## src/rtl/ubd_pkg.sv

```systemverilog
package ubd_pkg;

	// ****************************************************************
	// register offsets (byte addresses, one aligned word each)
	// ****************************************************************
	localparam logic [5:0] UBD_OFS_DIV_INT = 6'h24;
	localparam logic [5:0] UBD_OFS_DIV_FRAC = 6'h28;
	localparam logic [5:0] UBD_OFS_LINE_CTRL = 6'h2C;
	localparam logic [5:0] UBD_OFS_STATUS = 6'h30;

	// ****************************************************************
	// field widths and positions
	// ****************************************************************
	localparam int UBD_DIV_INT_W = 16;
	localparam int UBD_DIV_FRAC_W = 6;
	localparam int UBD_LCR_W = 8;
	localparam int UBD_POS_SEND_BREAK = 0;
	localparam int UBD_POS_PARITY_ENABLE = 1;
	localparam int UBD_POS_EVEN_PARITY = 2;
	localparam int UBD_POS_TWO_STOP = 3;
	localparam int UBD_POS_FIFO_ENABLE = 4;
	localparam int UBD_POS_WORD_LEN_LO = 5;
	localparam int UBD_POS_WORD_LEN_HI = 6;
	localparam int UBD_POS_STICK_PARITY = 7;
	localparam int UBD_POS_ST_PENDING = 0;
	localparam int UBD_POS_ST_BUSY = 1;

	// ****************************************************************
	// reset values
	// ****************************************************************
	localparam logic [15:0] UBD_RST_DIV_INT = 16'h0000;
	localparam logic [5:0] UBD_RST_DIV_FRAC = 6'h00;
	localparam logic [7:0] UBD_RST_LINE_CTRL = 8'h00;

	// ****************************************************************
	// framing constants
	// ****************************************************************
	localparam logic [3:0] UBD_MIN_DATA_BITS = 4'h5;
	localparam logic [1:0] UBD_WORD_LEN_8 = 2'h3;

	// avalon slave handshake
	typedef enum logic [0:0] {UBD_BUS_IDLE, UBD_BUS_ANSWER} ubd_bus_state_t;

endpackage : ubd_pkg

```

## src/rtl/ubd_baud_gen.sv

```systemverilog
`timescale 1ns/100ps
`default_nettype none

// ****************************************************************
// fractional baud tick generator
// ****************************************************************
module ubd_baud_gen #(
	parameter int INT_W = 16,
	parameter int FRAC_W = 6
) (
	input wire logic clk,
	input wire logic reset_n,
	input wire logic [INT_W-1:0] div_int,
	input wire logic [FRAC_W-1:0] div_frac,
	output logic tick_q
);
	// the counter and accumulator need at least one bit each
	if (INT_W < 1 || FRAC_W < 1) begin : g_bad_width
		$error("divisor widths must be at least one bit");
	end

	logic [INT_W:0] cnt_q;
	logic [FRAC_W-1:0] acc_q;
	logic extra_q;
	logic [FRAC_W:0] acc_sum;
	logic [INT_W:0] period;

	// period is the whole part, stretched by one cycle on fraction carry
	assign acc_sum = {1'b0, acc_q} + {1'b0, div_frac};
	assign period = {1'b0, div_int} + {{INT_W{1'b0}}, extra_q};

	// cycle counter; a zero whole part means divide by one, fraction ignored
	always_ff @(posedge clk) begin
		if (!reset_n) begin
			cnt_q <= {{INT_W{1'b0}}, 1'b1};
			acc_q <= '0;
			extra_q <= 1'b0;
			tick_q <= 1'b0;
		end else if (div_int == '0) begin
			cnt_q <= {{INT_W{1'b0}}, 1'b1};
			acc_q <= '0;
			extra_q <= 1'b0;
			tick_q <= 1'b1;
		end else if (cnt_q >= period) begin
			// fraction counts sixty-fourths, carry adds one cycle next period
			cnt_q <= {{INT_W{1'b0}}, 1'b1};
			acc_q <= acc_sum[FRAC_W-1:0];
			extra_q <= acc_sum[FRAC_W];
			tick_q <= 1'b1;
		end else begin
			cnt_q <= cnt_q + {{INT_W{1'b0}}, 1'b1};
			tick_q <= 1'b0;
		end
	end

endmodule : ubd_baud_gen

`default_nettype wire

```

## src/rtl/ubd_line_ctrl.sv

```systemverilog
// Chosen here: register access over Avalon-MM.
`timescale 1ns/100ps
`default_nettype none

// Functional notes
// - whole divisor is 16 bits, upper half reads zero, clears on reset.
// - whole divisor zero divides by one and ignores the fraction.
// - new divisor applies only after the current character finishes.
// - divisor commits to the baud generator only on line control write.
// - fraction divisor is 6 bits, upper bits read zero, clears on reset.
// - stick, parity enable and even select set: parity bit is 0.
// - stick and parity enable set, even clear: parity is 1.
// - word length field 0..3 selects 5..8 data bits, reset 5.
// - fifo enable clear selects character mode with one-byte holding.
// - fifo enable set selects full fifo mode.
// - parity enable clear omits parity; set generates and checks it.
// - even select picks even or odd parity, no effect when disabled.
module ubd_line_ctrl
	import ubd_pkg::*;
#(
	parameter int DIV_INT_W = UBD_DIV_INT_W,
	parameter int DIV_FRAC_W = UBD_DIV_FRAC_W
) (
	input wire logic clk,
	input wire logic reset_n,
	input wire logic [5:0] avs_address,
	input wire logic avs_read,
	input wire logic avs_write,
	input wire logic [31:0] avs_writedata,
	input wire logic [3:0] avs_byteenable,
	output logic [31:0] avs_readdata,
	output logic avs_waitrequest,
	input wire logic char_busy,
	input wire logic [7:0] tx_char,
	input wire logic [7:0] rx_char,
	input wire logic rx_parity_bit,
	output logic baud_tick,
	output logic [3:0] data_bits,
	output logic parity_enable,
	output logic tx_parity_bit,
	output logic rx_parity_err,
	output logic fifo_mode,
	output logic two_stop,
	output logic send_break
);

	// ****************************************************************
	// elaboration checks
	// ****************************************************************
	if (DIV_INT_W < 1 || DIV_INT_W > 16) begin : g_bad_int
		$error("whole divisor width must be 1 to 16");
	end
	if (DIV_FRAC_W < 1 || DIV_FRAC_W > 6) begin : g_bad_frac
		$error("fraction divisor width must be 1 to 6");
	end

	// ****************************************************************
	// bus slave
	// ****************************************************************
	ubd_bus_state_t bus_q;
	logic [31:0] rdata_q;
	logic [31:0] rdata_d;
	logic wr_go;
	logic [DIV_INT_W-1:0] div_int_q;
	logic [DIV_FRAC_W-1:0] div_frac_q;
	logic [UBD_LCR_W-1:0] lcr_q;
	logic [UBD_LCR_W-1:0] lcr_d;
	logic [DIV_INT_W-1:0] act_int_q;
	logic [DIV_FRAC_W-1:0] act_frac_q;
	logic pending_q;
	logic commit;
	logic [15:0] wr_int;
	logic wait_q;

	// the write takes effect at the edge that ends the answer cycle
	assign wr_go = avs_write && bus_q == UBD_BUS_ANSWER;
	assign avs_waitrequest = wait_q; // own flop, mirrors the answer state
	assign avs_readdata = rdata_q;

	// one wait cycle per access keeps read data coming from a flop
	always_ff @(posedge clk) begin
		if (!reset_n) begin
			bus_q <= UBD_BUS_IDLE;
			wait_q <= 1'b1;
		end else begin
			case (bus_q)
				UBD_BUS_IDLE: begin
					if (avs_read || avs_write) begin
						bus_q <= UBD_BUS_ANSWER;
						wait_q <= 1'b0;
					end
				end
				UBD_BUS_ANSWER: begin
					bus_q <= UBD_BUS_IDLE;
					wait_q <= 1'b1;
				end
				default: begin
					bus_q <= UBD_BUS_IDLE;
					wait_q <= 1'b1;
				end
			endcase
		end
	end

	// read mux; reserved bits and unmapped words read zero
	always_comb begin
		rdata_d = 32'h0000_0000;
		case (avs_address)
			UBD_OFS_DIV_INT: rdata_d[DIV_INT_W-1:0] = div_int_q;
			UBD_OFS_DIV_FRAC: rdata_d[DIV_FRAC_W-1:0] = div_frac_q;
			UBD_OFS_LINE_CTRL: rdata_d[UBD_LCR_W-1:0] = lcr_q;
			UBD_OFS_STATUS: begin
				rdata_d[UBD_POS_ST_PENDING] = pending_q;
				rdata_d[UBD_POS_ST_BUSY] = char_busy;
			end
			default: rdata_d = 32'h0000_0000;
		endcase
	end

	always_ff @(posedge clk) begin
		if (!reset_n) begin
			rdata_q <= 32'h0000_0000;
		end else if (avs_read && bus_q == UBD_BUS_IDLE) begin
			rdata_q <= rdata_d;
		end
	end

	// ****************************************************************
	// programmed registers
	// ****************************************************************
	// byte lanes merged onto the old whole divisor
	always_comb begin
		wr_int = 16'h0000;
		wr_int[DIV_INT_W-1:0] = div_int_q;
		if (avs_byteenable[0]) begin
			wr_int[7:0] = avs_writedata[7:0];
		end
		if (avs_byteenable[1]) begin
			wr_int[15:8] = avs_writedata[15:8];
		end
		lcr_d = avs_byteenable[0] ? avs_writedata[UBD_LCR_W-1:0] : lcr_q;
	end

	always_ff @(posedge clk) begin
		if (!reset_n) begin
			div_int_q <= UBD_RST_DIV_INT[DIV_INT_W-1:0];
		end else if (wr_go && avs_address == UBD_OFS_DIV_INT) begin
			div_int_q <= wr_int[DIV_INT_W-1:0];
		end
	end

	always_ff @(posedge clk) begin
		if (!reset_n) begin
			div_frac_q <= UBD_RST_DIV_FRAC[DIV_FRAC_W-1:0];
		end else if (wr_go && avs_address == UBD_OFS_DIV_FRAC && avs_byteenable[0]) begin
			div_frac_q <= avs_writedata[DIV_FRAC_W-1:0];
		end
	end

	// line fields act at once; only the divisor waits for a boundary
	always_ff @(posedge clk) begin
		if (!reset_n) begin
			lcr_q <= UBD_RST_LINE_CTRL;
		end else if (wr_go && avs_address == UBD_OFS_LINE_CTRL) begin
			lcr_q <= lcr_d;
		end
	end

	// ****************************************************************
	// divisor commit
	// ****************************************************************
	// software must write line control after a divisor change, else no effect
	assign commit = pending_q && !char_busy;

	// a new line control write wins over the clear of the same cycle
	always_ff @(posedge clk) begin
		if (!reset_n) begin
			pending_q <= 1'b0;
		end else if (wr_go && avs_address == UBD_OFS_LINE_CTRL) begin
			pending_q <= 1'b1;
		end else if (commit) begin
			pending_q <= 1'b0;
		end
	end

	always_ff @(posedge clk) begin
		if (!reset_n) begin
			act_int_q <= UBD_RST_DIV_INT[DIV_INT_W-1:0];
			act_frac_q <= UBD_RST_DIV_FRAC[DIV_FRAC_W-1:0];
		end else if (commit) begin
			act_int_q <= div_int_q;
			act_frac_q <= div_frac_q;
		end
	end

	ubd_baud_gen #(
		.INT_W(DIV_INT_W),
		.FRAC_W(DIV_FRAC_W)
	) u_gen (
		.clk(clk),
		.reset_n(reset_n),
		.div_int(act_int_q),
		.div_frac(act_frac_q),
		.tick_q(baud_tick)
	);

	// ****************************************************************
	// framing and parity
	// ****************************************************************
	logic par_en;
	logic even_sel;
	logic stick_sel;
	logic [1:0] word_len;
	logic [7:0] mask;
	logic tx_par;
	logic rx_par;

	assign par_en = lcr_q[UBD_POS_PARITY_ENABLE];
	assign even_sel = lcr_q[UBD_POS_EVEN_PARITY];
	assign stick_sel = lcr_q[UBD_POS_STICK_PARITY];
	assign word_len = lcr_q[UBD_POS_WORD_LEN_HI:UBD_POS_WORD_LEN_LO];
	assign mask = 8'hFF >> (UBD_WORD_LEN_8 - word_len);

	// stick level is the inverse of even select; else even or odd sum
	always_comb begin
		if (stick_sel) begin
			tx_par = !even_sel;
			rx_par = !even_sel;
		end else begin
			tx_par = even_sel ? ^(tx_char & mask) : ~^(tx_char & mask);
			rx_par = even_sel ? ^(rx_char & mask) : ~^(rx_char & mask);
		end
	end

	always_ff @(posedge clk) begin
		if (!reset_n) begin
			tx_parity_bit <= 1'b0;
			rx_parity_err <= 1'b0;
		end else begin
			tx_parity_bit <= par_en && tx_par;
			rx_parity_err <= par_en && (rx_parity_bit != rx_par);
		end
	end

	// remaining line fields registered onto the outputs
	always_ff @(posedge clk) begin
		if (!reset_n) begin
			data_bits <= UBD_MIN_DATA_BITS;
			parity_enable <= 1'b0;
			fifo_mode <= 1'b0;
			two_stop <= 1'b0;
			send_break <= 1'b0;
		end else begin
			data_bits <= UBD_MIN_DATA_BITS + {2'b00, word_len};
			parity_enable <= par_en;
			fifo_mode <= lcr_q[UBD_POS_FIFO_ENABLE];
			two_stop <= lcr_q[UBD_POS_TWO_STOP];
			send_break <= lcr_q[UBD_POS_SEND_BREAK];
		end
	end
endmodule : ubd_line_ctrl

`default_nettype wire

```

## config.mk

```make
export PLATFORM = sky130hd
export DESIGN_NAME = ubd_line_ctrl
export DESIGN_NICKNAME = d
export VERILOG_FILES = /design/src/rtl/ubd_pkg.sv /design/src/rtl/ubd_baud_gen.sv /design/src/rtl/ubd_line_ctrl.sv
export SDC_FILE = /design/constraint.sdc
export NUM_CORES = 1
export LEC_CHECK = 0
export ABC_AREA = 1
export BUFFER_PORTS_ARGS = -buffer_cell sky130_fd_sc_hd__buf_4
export CAP_MARGIN = 5
export CORE_MARGIN = 5
export CORE_UTILIZATION = 56
export CTS_CLUSTER_DIAMETER = 80
export DETAILED_ROUTE_END_ITERATION = 8
export PLACE_DENSITY = 0.81
export SLEW_MARGIN = 20
export SYNTH_ARGS = -nofsm -noshare
export SYNTH_HDL_FRONTEND = slang
export SYNTH_SLANG_ARGS = --single-unit
export TNS_END_PERCENT = 5
```

## constraint.sdc

```tcl
create_clock -name clk -period 3.77 [get_ports clk]
set_input_delay 0 -clock clk [delete_from_list [all_inputs] [get_ports clk]]
set_output_delay 0 -clock clk [all_outputs]
set_load 0.01 [all_outputs]
```

==> flow_summary_export.csv, run 1 <==
group,metric,value,unit
power_and_ir_drop,p_total,2.01,mW
floorplan,boundaryPins,108,
clock_network,cts_tree,"yes",
min_path,worstHoldPathCells,5,
yosys,area_share_of_the_largest_cell_type_after_synthesis,38.7,%
worst_setup_path,worstSetupEndpointType,"flip-flop",
worst_setup_path,crit_family,"simple AND/OR/NAND/NOR gates",
min_path,worst_hold_path_type,"input port to flip-flop",
finish,area_growth,17.3,%
drt,drt-wirelength-per-cell,13.1,um
clock_network,cts_sinks,106,
worst_setup_path,timing.setup.critical_path_class,"flip-flop to flip-flop",
drt,routed_wirelength,12800,um
worst_setup_path,crit_chain,"ha_1, ha_1, nand3_1, nor2_2, nand4_2, nor2_1, nand2_1, nor3_1, nand2_1, ha_1, nand4_1, nor3_1, nand2_1, nand3_4, nor2_1",
yosys,largest_area_contributor_in_the_synthesized_netlist,"sky130_fd_sc_hd__dfxtp_1",
global_route,largest_net_degree_at_the_start_of_global_routing,70,
clock_network,clkSlewWorstSetupHoldPaths,0.11,ns
clock_network,cts-htree-levels,3,
clock_network,clock-root-buffer,"sky130_fd_sc_hd__clkbuf_8",
timing,finClkSkew,0.0162,ns
drt,drt-vias-per-instance,5.15,
drt,final_antenna_violating_net_count,0,
worst_setup_path,crit_slowest_cell,"sky130_fd_sc_hd__dfxtp_1",
placement,place.detailed.hpwl,9610,um
worst_setup_path,critPathBufInv,0,
yosys,asyncSetResetFlopFracSynth,0,%
yosys,synth.most_common_cell,"sky130_fd_sc_hd__nand2_1",
global_route,grt_antenna_before_repair,0,
worst_setup_path,required,4.03,ns
global_route,globalRouteOverflowTotal,0,
clock_network,cts_setup_buffers,0,
finish,n_antenna_cell,0,
yosys,yosys.cell_types.count,38,
timing,finalSetupViolCount,0,
worst_setup_path,worst-r2r-setup-slack,0.54,ns
worst_setup_path,arrival,3.49,ns
timing,report.final.slew_viol_count,0,
yosys,mappedNetlistArea,5490,um^2
yosys,synthTopCellsByArea,"sky130_fd_sc_hd__dfxtp_1 (39%), sky130_fd_sc_hd__nand2_1 (9.9%), sky130_fd_sc_hd__inv_1 (6.8%)",
yosys,postSynthCellCount,753,
timing,setup_repair_after_global_routing_missed_its_margin,"false",
worst_setup_path,crit_fanout,16,
worst_setup_path,critPathMaxStageDelay,0.38,ns
finish,layout-drive-gt1-share,13.4,%
power_and_ir_drop,vdd.ir_drop.worst,0.245,mV
timing,aggregate_negative_setup_slack,0,ns
timing,worstMarginPinSlew,0.773,ns
timing,final-hold-violation-count,0,
floorplan,fp.coreArea,9680,um^2
drt,first_pass_iters,5,
global_route,grt_first_pass_wirelength,21500,um
worst_setup_path,r2r.worst_path.cells,15,
finish,num-nets-final,930,
min_path,worst_hold_path.endpoint,"pending_q",
worst_setup_path,cp-start-kind,"flip-flop",
clock_network,post_cts.resized_instances,0,
clock_network,clock_latency,0.37,ns
floorplan,num_rows,36,
yosys,ys_seq_elements,106,
drt,drt_first_iter_violations,282,
timing,worst_slew_margin_rel,48.4,%
global_route,number_of_global_route_vias_before_repair,4793,
job,max-cap-violations,0,
floorplan,overall_die_width,109,um
global_route,groute.usage.overall,22.5,%
clock_network,cts-hold-fix-buffers,19,
worst_setup_path,timing.rr.end,"u_gen.cnt_q[16]",
run_status,outcome,"complete, no violations",
floorplan,die-area,11900,um^2
clock_network,cts_inserted_buffers,9,
yosys,synth-edff-count,0,
drt,drt_drc_violations_left,0,
yosys,synth-seq-area-share,38.7,%
timing,finalWorstPathRequiredPeriod,3.23,ns
min_path,worstHoldStart,"avs_write",
drt,routed-via-count,5012,
placement,gp_routability_congestion,0.877,
placement,portBuffers,73,
clock_network,ctsLongestPathBuffers,2,
timing,share_of_the_clock_period_used_by_the_worst_path,85.7,%
floorplan,chipHeight,109,um
power_and_ir_drop,power-per-cell-area,312,nW/um^2
timing,clock.fmax,310,MHz
yosys,synth_ff_type,"sky130_fd_sc_hd__dfxtp_1",
yosys,yosys_warnings,0,
yosys,synth_common_cells,"sky130_fd_sc_hd__nand2_1 (145), sky130_fd_sc_hd__dfxtp_1 (106), sky130_fd_sc_hd__inv_1 (99)",
yosys,postSynthAreaPerCell,7.29,um^2
power_and_ir_drop,power.leakage,2.94,nW
floorplan,initial_core_util,56.7,%
worst_setup_path,regToRegStartpoint,"u_gen.extra_q",
==> per-layer routing <==
layer / GRT usage [%] / vias up / share of wire [%]
met5: 0 / - / 0
met4: 7.30 / 0 / 1.9
met3: 4.74 / 21 / 5.4
met2: 38.7 / 144 / 50
met1: 27.9 / 2288 / 43
li1: - / 2559 / -
==> worst reg2reg max path: stages, from the launching register on <==
cell and delay [ns]:
sky130_fd_sc_hd__dfxtp_1 0.38, sky130_fd_sc_hd__ha_1 0.20, sky130_fd_sc_hd__ha_1 0.19, sky130_fd_sc_hd__nand3_1 0.13, sky130_fd_sc_hd__nor2_2 0.18, sky130_fd_sc_hd__nand4_2 0.13, sky130_fd_sc_hd__nor2_1 0.12, sky130_fd_sc_hd__nand2_1 0.10
sky130_fd_sc_hd__nor3_1 0.14, sky130_fd_sc_hd__nand2_1 0.09, sky130_fd_sc_hd__ha_1 0.32, sky130_fd_sc_hd__nand4_1 0.14, sky130_fd_sc_hd__nor3_1 0.21, sky130_fd_sc_hd__nand2_1 0.37, sky130_fd_sc_hd__nand3_4 0.34, sky130_fd_sc_hd__nor2_1 0.08
==> cell usage in the layout, fill, tap and decap left out, types with 7 or more instances in the layout <==
cell,netlist,layout
sky130_fd_sc_hd__nand2_1,145,145
sky130_fd_sc_hd__clkbuf_8,0,9
sky130_fd_sc_hd__o21ai_0,71,71
sky130_fd_sc_hd__buf_4,19,76
sky130_fd_sc_hd__xor2_1,21,21
sky130_fd_sc_hd__conb_1,1,16
sky130_fd_sc_hd__nand3_1,19,19
sky130_fd_sc_hd__inv_1,99,99
sky130_fd_sc_hd__a21oi_1,73,73
sky130_fd_sc_hd__dlygate4sd3_1,0,19
sky130_fd_sc_hd__nor2_1,79,79
sky130_fd_sc_hd__nand4_1,17,17
sky130_fd_sc_hd__xnor2_1,7,7
sky130_fd_sc_hd__ha_1,28,28
sky130_fd_sc_hd__dfxtp_1,106,106
==> worst max path at each step <==
stage	depth (start not counted)	to	start
6_report	15	u_gen.cnt_q[16]	u_gen.extra_q
5_1_grt	17	u_gen.acc_q[1]	act_int_q[0]
4_1_cts	17	u_gen.extra_q	u_gen.extra_q
3_5_place_dp	17	u_gen.extra_q	u_gen.extra_q
3_3_place_gp	17	u_gen.acc_q[1]	u_gen.extra_q
2_1_floorplan	17	u_gen.acc_q[2]	act_int_q[0]
==> metrics by stage <==
step	instances	area, um^2	hold slack [ns]	worst slack, ns	utilization, %
3_5_place_dp	940	6050	0.261	0.593	62.5
2_1_floorplan	768	5550	0.142	1.13	-
6_report	974	6440	0.0509	0.539	66.5
3_3_place_gp	940	6050	0.252	0.725	62.5
5_1_grt	974	6440	0.0815	0.00494	66.5
4_1_cts	974	6440	0.0307	0.560	66.5
==> cell families after synthesis <==
group,synth area share [%]
compound gates,14.8
xor+xnor,4.47
flops,38.7
buf+inv,11.2
other cells,0.0683
simple gates,24.0
fa+ha+maj,6.75
==> report_power, final <==
group          switching, mW  total, mW  internal [mW]
Sequential           0.00693       1.14           1.13
Clock                  0.398      0.710          0.313
Combinational         0.0855      0.163         0.0773
==> flip-flops by register name (all words and copies together) (netlist names), 4 cells and up <==
register      count
u_gen.cnt_q      17
act_int_q        16
avs_readdata     16
div_int_q        16
lcr_q             8
act_frac_q        6
div_frac_q        6
u_gen.acc_q       6
data_bits         4
==> final cells by class <==
cell class | count | area, um^2
clock buffers | 9 | 124
clock inverters | 6 | 75.1
fillers | 817 | 3240
inverters | 102 | 383
multi-input cells | 523 | 2810
flip-flops and latches | 106 | 2120
well taps | 133 | 166
repair buffers | 95 | 761
Power figures use the tool's default switching activity.
==> run 2: changes to the inputs <==
- SYNTH_HIERARCHICAL: default -> 1
==> run 2 against run 1 <==
Compared with the run above: worst hold slack worse by 0.0077 ns; setup slack got worse by 0.040 ns; first-iteration DRC count increased by 15%; highest routed layer unchanged.
==> flow_summary_export.csv, run 2 <==
group,metric,value,unit
yosys,largest_area_contributor_in_the_synthesized_netlist,"sky130_fd_sc_hd__dfxtp_1",
worst_setup_path,critPathBufInv,2,
drt,drt_drc_violations_left,0,
floorplan,overall_die_width,111,um
yosys,mappedNetlistArea,5680,um^2
power_and_ir_drop,p_total,2.00,mW
power_and_ir_drop,pwr-share-clk,34.9,%
worst_setup_path,cpMostUsedCell,"sky130_fd_sc_hd__nand2_1",
min_path,worstHoldStart,"avs_byteenable[1]",
global_route,groute.usage.overall,21.7,%
finish,num-fill-cells,842,
power_and_ir_drop,power.share.switching,25.9,%
clock_network,cts_sinks,106,
drt,drt-vias-per-instance,5.14,
clock_network,cts-htree-levels,3,
power_and_ir_drop,power.sequential.fraction,56.9,%
power_and_ir_drop,power-per-cell-area,301,nW/um^2
finish,n_antenna_cell,0,
job,max-cap-violations,0,
clock_network,cts_setup_buffers,0,
timing,setup_repair_after_global_routing_missed_its_margin,"false",
timing,aggregate_negative_setup_slack,0,ns
worst_setup_path,crit_slowest_cell,"sky130_fd_sc_hd__nand4_4",
finish,postLayoutCoreUtil,67.5,%
worst_setup_path,arrival,3.59,ns
timing,clock.fmax,306,MHz
placement,place.detailed.hpwl,9620,um
timing,worstMarginPinSlew,0.935,ns
power_and_ir_drop,share_comb_of_total_power,8.2,%
min_path,worst_hold_path.endpoint,"div_int_q[14]",
drt,drt-wirelength-per-cell,12.9,um
yosys,synth-edff-count,0,
floorplan,initial_core_util,57.9,%
power_and_ir_drop,power.leakage,3.25,nW
finish,num-nets-final,978,
worst_setup_path,r2r.worst_path.cells,18,
worst_setup_path,critPathMaxStageDelay,0.38,ns
timing,share_of_the_clock_period_used_by_the_worst_path,86.7,%
timing,finalSetupViolCount,0,
worst_setup_path,regToRegStartpoint,"act_int_q[0]",
finish,largest_reg_flops,17,
clock_network,clock-root-buffer,"sky130_fd_sc_hd__clkbuf_8",
global_route,globalRouteOverflowTotal,0,
worst_setup_path,crit_family,"simple AND/OR/NAND/NOR gates",
yosys,asyncSetResetFlopFracSynth,0,%
yosys,ys_seq_elements,106,
clock_network,clock_latency,0.38,ns
yosys,yosys.cell_types.count,43,
power_and_ir_drop,vdd.ir_drop.worst,0.200,mV
finish,finalInstanceArea,6630,um^2
finish,layout.cells.most_common_list,"sky130_fd_sc_hd__nand2_1 (174), sky130_fd_sc_hd__nor2_1 (137), sky130_fd_sc_hd__dfxtp_1 (106)",
finish,layout_commonest_cell,"sky130_fd_sc_hd__nand2_1",
timing,worst_slew_margin_rel,37.6,%
worst_setup_path,crit_chain,"ha_1, ha_1, nand3_1, inv_1, nand3_2, nor3_2, nand2_1, nor3_1, nand3_1, ha_1, nand2_1, inv_1, nand2_1, nand2_1, a21oi_2, nand4_4, nor2_2, and2_1",
finish,area_growth,16.6,%
yosys,area_share_of_the_largest_cell_type_after_synthesis,37.3,%
yosys,postSynthCellCount,800,
timing,final-hold-violation-count,0,
global_route,grt_antenna_before_repair,0,
placement,placement.cell_area,6230,um^2
yosys,synth-seq-area-share,37.3,%
clock_network,cts_inserted_buffers,9,
global_route,largest_net_degree_at_the_start_of_global_routing,73,
floorplan,die-area,12300,um^2
drt,routed-via-count,5262,
placement,portBuffers,73,
min_path,worstHoldPathCells,4,
floorplan,num_rows,36,
global_route,grt_first_pass_wirelength,22900,um
floorplan,boundaryPins,108,
global_route,number_of_global_route_vias_before_repair,5184,
worst_setup_path,worstSetupEndpointType,"flip-flop",
floorplan,fp.coreArea,9820,um^2
clock_network,ctsLongestPathBuffers,2,
run_status,outcome,"complete, no violations",
drt,routed_wirelength,13200,um
worst_setup_path,required,4.09,ns
drt,final_antenna_violating_net_count,0,
yosys,synth_ff_type,"sky130_fd_sc_hd__dfxtp_1",
yosys,synthTopCellsByArea,"sky130_fd_sc_hd__dfxtp_1 (37%), sky130_fd_sc_hd__nand2_1 (11%), sky130_fd_sc_hd__nor2_1 (9.0%)",
finish,layout-drive-gt1-share,13.8,%
timing,finalWorstPathRequiredPeriod,3.27,ns
clock_network,cts_tree,"yes",
timing,finClkSkew,0.0173,ns
worst_setup_path,crit_fanout,29,
yosys,synth.most_common_cell,"sky130_fd_sc_hd__nand2_1",
min_path,worst_hold_path_type,"input port to flip-flop",
placement,dp_worst_setup_slack,0.235,ns
drt,drt_first_iter_violations,324,
timing,report.final.slew_viol_count,0,
finish,max_flop_register,"u_gen/cnt_q",
worst_setup_path,worst-r2r-setup-slack,0.50,ns
worst_setup_path,cp-start-kind,"flip-flop",
yosys,synth_common_cells,"sky130_fd_sc_hd__nand2_1 (174), sky130_fd_sc_hd__nor2_1 (137), sky130_fd_sc_hd__dfxtp_1 (106)",
power_and_ir_drop,netsw,517,uW
yosys,postSynthAreaPerCell,7.11,um^2
floorplan,chipHeight,111,um
placement,gp_routability_congestion,0.938,
worst_setup_path,timing.setup.critical_path_class,"flip-flop to flip-flop",
yosys,yosys_warnings,6,
power_and_ir_drop,internal-power,1.48,mW
worst_setup_path,timing.rr.end,"u_gen/cnt_q[15]",
timing,final_worst_setup_slack,0.500,ns
drt,first_pass_iters,6,
clock_network,clkSlewWorstSetupHoldPaths,0.12,ns
-- run 2: layer usage --
metal	GRT usage (%)	up-vias	part of all wire, %
met2	38.0	135	50
met4	8.87	0	2.9
met1	26.7	2414	42
met3	3.17	41	5.0
met5	0	-	0
li1	-	2672	-
-- run 2: logic make-up (layout without fill, tap and decap cells) --
family	after synthesis	count (layout)	synth area share [%]
buf+inv	128	203	10.3
flops	106	106	37.3
other cells	1	16	0.0660
simple gates	402	402	31.3
compound gates	100	100	9.24
xor+xnor	34	34	5.24
fa+ha+maj	29	29	6.52
-- run 2: power groups by stage --
stage / combinational [mW] / sequential (mW) / clock [mW]
6_report: 0.163 / 1.14 / 0.697
3_3_place_gp: 0.139 / 1.16 / 0
3_5_place_dp: 0.144 / 1.16 / 0
5_1_grt: 0.182 / 1.14 / 0.756
4_1_cts: 0.161 / 1.14 / 0.710
2_1_floorplan: 0.0823 / 1.16 / 0
-- run 2: metrics by stage --
stage | hold WS [ns] | instances
after floorplan | 0.118 | 815
after global placement | 0.236 | 987
after detailed placement | 0.243 | 987
after CTS | 0.0375 | 1023
after global routing | 0.0742 | 1023
final | 0.0432 | 1023
-- run 2: timing repair --
action | 4_1_cts | 5_1_grt
gates resized for setup | 0 | 1
hold buffers | 20 | 0
endpoints found under the setup margin | 0 | 25
hold endpoints to repair | 34 | 0
-- run 2: layout make-up --
| type | instances | area, um^2 | share of cell area [%] |
|---|---|---|---|
| Clock buffer | 10 | 138 | 2.08 |
| Clock inverter | 6 | 56.3 | 0.849 |
| Multi-Input combinational cell | 581 | 3040 | 45.8 |
| Tap cell | 133 | 166 | 2.51 |
| Timing Repair Buffer | 94 | 756 | 11.4 |
| Sequential cell | 106 | 2120 | 32.0 |
| Inverter | 93 | 353 | 5.32 |
-- run 2: worst reg2reg max path, stage by stage (launching register included) --
cell and delay, ns:
sky130_fd_sc_hd__dfxtp_1 0.37, sky130_fd_sc_hd__ha_1 0.20, sky130_fd_sc_hd__ha_1 0.19, sky130_fd_sc_hd__nand3_1 0.12, sky130_fd_sc_hd__inv_1 0.11, sky130_fd_sc_hd__nand3_2 0.10
sky130_fd_sc_hd__nor3_2 0.18, sky130_fd_sc_hd__nand2_1 0.13, sky130_fd_sc_hd__nor3_1 0.16, sky130_fd_sc_hd__nand3_1 0.10, sky130_fd_sc_hd__ha_1 0.33, sky130_fd_sc_hd__nand2_1 0.12
sky130_fd_sc_hd__inv_1 0.05, sky130_fd_sc_hd__nand2_1 0.05, sky130_fd_sc_hd__nand2_1 0.06, sky130_fd_sc_hd__a21oi_2 0.15, sky130_fd_sc_hd__nand4_4 0.38, sky130_fd_sc_hd__nor2_2 0.27
sky130_fd_sc_hd__and2_1 0.15
-- run 2: worst max path at each step --
stage / from / cells past startpoint / end
2_1_floorplan: act_int_q[0] / 19 / u_gen/cnt_q[10]
3_3_place_gp: act_int_q[0] / 18 / u_gen/cnt_q[15]
5_1_grt: act_int_q[0] / 18 / u_gen/cnt_q[15]
6_report: act_int_q[0] / 18 / u_gen/cnt_q[15]
4_1_cts: act_int_q[0] / 18 / u_gen/cnt_q[15]
3_5_place_dp: act_int_q[0] / 18 / u_gen/cnt_q[15]
==> run 3: changes to the inputs <==
- CORE_UTILIZATION: 56 -> 50
- HOLD_SLACK_MARGIN: default -> 0.03
- PLACE_DENSITY: 0.81 -> 0.73
- clock period: 3.77 -> 3.61 ns (I/O delays scaled with it)
==> run 3 against run 2 <==
Compared with the run above: global-route usage shrank 2.5 points; utilization fell by 7.7 points; routed wire length decreased by 6.8%; via count fell by 4.3%; die area rose by 11%; critical path depth grew 1; largest power group unchanged; design area grew 1.8%; register-to-register slack gained 0.04 ns; clock-buffer cell count grew 1; total power up 16%; combinational power up 4%.
==> flow_summary_export.csv, run 3 (synthesis results as in run 2) <==
group,metric,value,unit
finish,n_antenna_cell,0,
drt,drt_drc_violations_left,0,
timing,final-hold-violation-count,0,
worst_setup_path,required,3.85,ns
timing,worst_slew_margin_rel,37.0,%
clock_network,cts_setup_buffers,0,
timing,report.final.slew_viol_count,0,
timing,finalHoldWorstSlack,0.0809,ns
drt,first_pass_iters,5,
timing,final_worst_setup_slack,0.539,ns
run_status,outcome,"complete, no violations",
finish,layout.cells.most_common_list,"sky130_fd_sc_hd__nand2_1 (174), sky130_fd_sc_hd__nor2_1 (137), sky130_fd_sc_hd__dfxtp_1 (106)",
clock_network,cts_inserted_buffers,9,
drt,drt_first_iter_violations,303,
clock_network,clkSlewWorstSetupHoldPaths,0.07,ns
drt,drt-vias-per-instance,4.87,
power_and_ir_drop,power-per-cell-area,342,nW/um^2
worst_setup_path,worstSetupEndpointType,"flip-flop",
worst_setup_path,crit_fanout,29,
finish,postLayoutCoreUtil,59.9,%
finish,largest_reg_flops,17,
power_and_ir_drop,power.leakage,3.30,nW
clock_network,ctsLongestPathBuffers,2,
global_route,grt_first_pass_wirelength,21300,um
worst_setup_path,critPathBufInv,2,
timing,finalWorstPathRequiredPeriod,3.07,ns
placement,dp_worst_setup_slack,0.584,ns
clock_network,cts_sinks,106,
timing,finalSetupViolCount,0,
timing,clock.fmax,326,MHz
placement,place.detailed.hpwl,9030,um
floorplan,fp.coreArea,11300,um^2
finish,num-fill-cells,1082,
finish,layout-drive-gt1-share,13.8,%
drt,routed-via-count,5036,
timing,setup_repair_after_global_routing_missed_its_margin,"false",
timing,share_of_the_clock_period_used_by_the_worst_path,85.1,%
finish,layout_commonest_cell,"sky130_fd_sc_hd__nand2_1",
power_and_ir_drop,vdd.ir_drop.worst,0.294,mV
drt,drt-wirelength-per-cell,11.9,um
global_route,groute.usage.overall,19.2,%
drt,routed_wirelength,12300,um
timing,finClkSkew,0.00696,ns
timing,aggregate_negative_setup_slack,0,ns
worst_setup_path,critPathMaxStageDelay,0.35,ns
floorplan,chipHeight,117,um
worst_setup_path,crit_family,"simple AND/OR/NAND/NOR gates",
global_route,globalRouteOverflowTotal,0,
worst_setup_path,arrival,3.31,ns
min_path,worst_hold_path_type,"input port to flip-flop",
floorplan,num_rows,39,
clock_network,cts_tree,"yes",
clock_network,clock-root-buffer,"sky130_fd_sc_hd__clkbuf_16",
placement,portBuffers,73,
floorplan,initial_core_util,50.4,%
global_route,largest_net_degree_at_the_start_of_global_routing,73,
floorplan,die-area,13600,um^2
job,max-cap-violations,0,
floorplan,boundaryPins,108,
clock_network,clock_latency,0.34,ns
drt,final_antenna_violating_net_count,0,
timing,worstMarginPinSlew,0.944,ns
global_route,grt_antenna_before_repair,0,
worst_setup_path,crit_slowest_cell,"sky130_fd_sc_hd__dfxtp_1",
worst_setup_path,cpMostUsedCell,"sky130_fd_sc_hd__nand2_1",
finish,num-nets-final,979,
worst_setup_path,crit_chain,"ha_1, ha_1, nand3_1, inv_1, nand3_2, nor3_2, nand2_1, nor3_1, nand3_1, ha_1, nand2_1, nor2_2, nand2_1, nor2_1, nand2_1, nand4_2, buf_12, nor2_2, and2_1",
floorplan,overall_die_width,117,um
worst_setup_path,cp-start-kind,"flip-flop",
finish,area_growth,18.7,%
power_and_ir_drop,p_total,2.31,mW
clock_network,cts-htree-levels,3,
placement,gp_routability_congestion,0.815,
finish,max_flop_register,"u_gen/cnt_q",
worst_setup_path,timing.setup.critical_path_class,"flip-flop to flip-flop",
global_route,number_of_global_route_vias_before_repair,4877,
[run 3: changes by cell type in the layout (fill, tap and decap cells not counted), sizes merged]
cell and change:
clkinv -1, clkbuf +1, buf +1
[run 3: final timing paths]
check	startpoint	to	slack (ns)	cells after the start
min	avs_byteenable[1]	div_int_q[8]	0.08	4
min reg2reg	lcr_q[5]	data_bits[0]	0.42	1
max reg2reg	act_int_q[0]	u_gen/cnt_q[15]	0.54	19
max	act_int_q[0]	u_gen/cnt_q[15]	0.54	19
[run 3: tightest hold or removal path: stages]
cell and delay, ns:
sky130_fd_sc_hd__buf_4 0.12, sky130_fd_sc_hd__nand3_4 0.12, sky130_fd_sc_hd__o21ai_0 0.08, sky130_fd_sc_hd__nor2_1 0.07
[run 3: metrics by stage]
| step | std cells | area (um^2) |
|---|---|---|
| after global routing | 1034 | 6750 |
| final | 1034 | 6750 |
| after global placement | 998 | 6260 |
| after detailed placement | 998 | 6260 |
| after CTS | 1034 | 6750 |
| after floorplan | 815 | 5740 |
[run 3: repair_timing]
action,CTS,global route
endpoints found under the hold margin,34,0
resized for setup,0,0
hold buffers,20,0
setup endpoints to repair,0,0
[run 3: metal layers]
layer | GRT usage, % | vias to the layer above | part of all wire (%)
met5 | 0 | - | 0
met2 | 33.9 | 108 | 48
met3 | 3.47 | 15 | 4.5
met4 | 5.58 | 0 | 1.4
li1 | - | 2672 | -
met1 | 23.9 | 2241 | 46
[run 3: power breakdown]
| group | leakage (nW) | switching, mW | internal (mW) |
|---|---|---|---|
| sequential | 0.856 | 0.00546 | 1.18 |
| combinational | 2.31 | 0.0889 | 0.0801 |
| clock | 0.139 | 0.459 | 0.499 |
| total | 3.30 | 0.553 | 1.76 |
[run 3: cell type report]
type                       count  area, um^2  area share, %
timing repair buffer          95         776           11.5
clock inverter                 5        45.0          0.668
clock buffer                  11         243           3.60
inverter                      93         353           5.23
sequential                   106        2120           31.4
tap                          143         179           2.65
multi-input combinational    581        3030           44.9
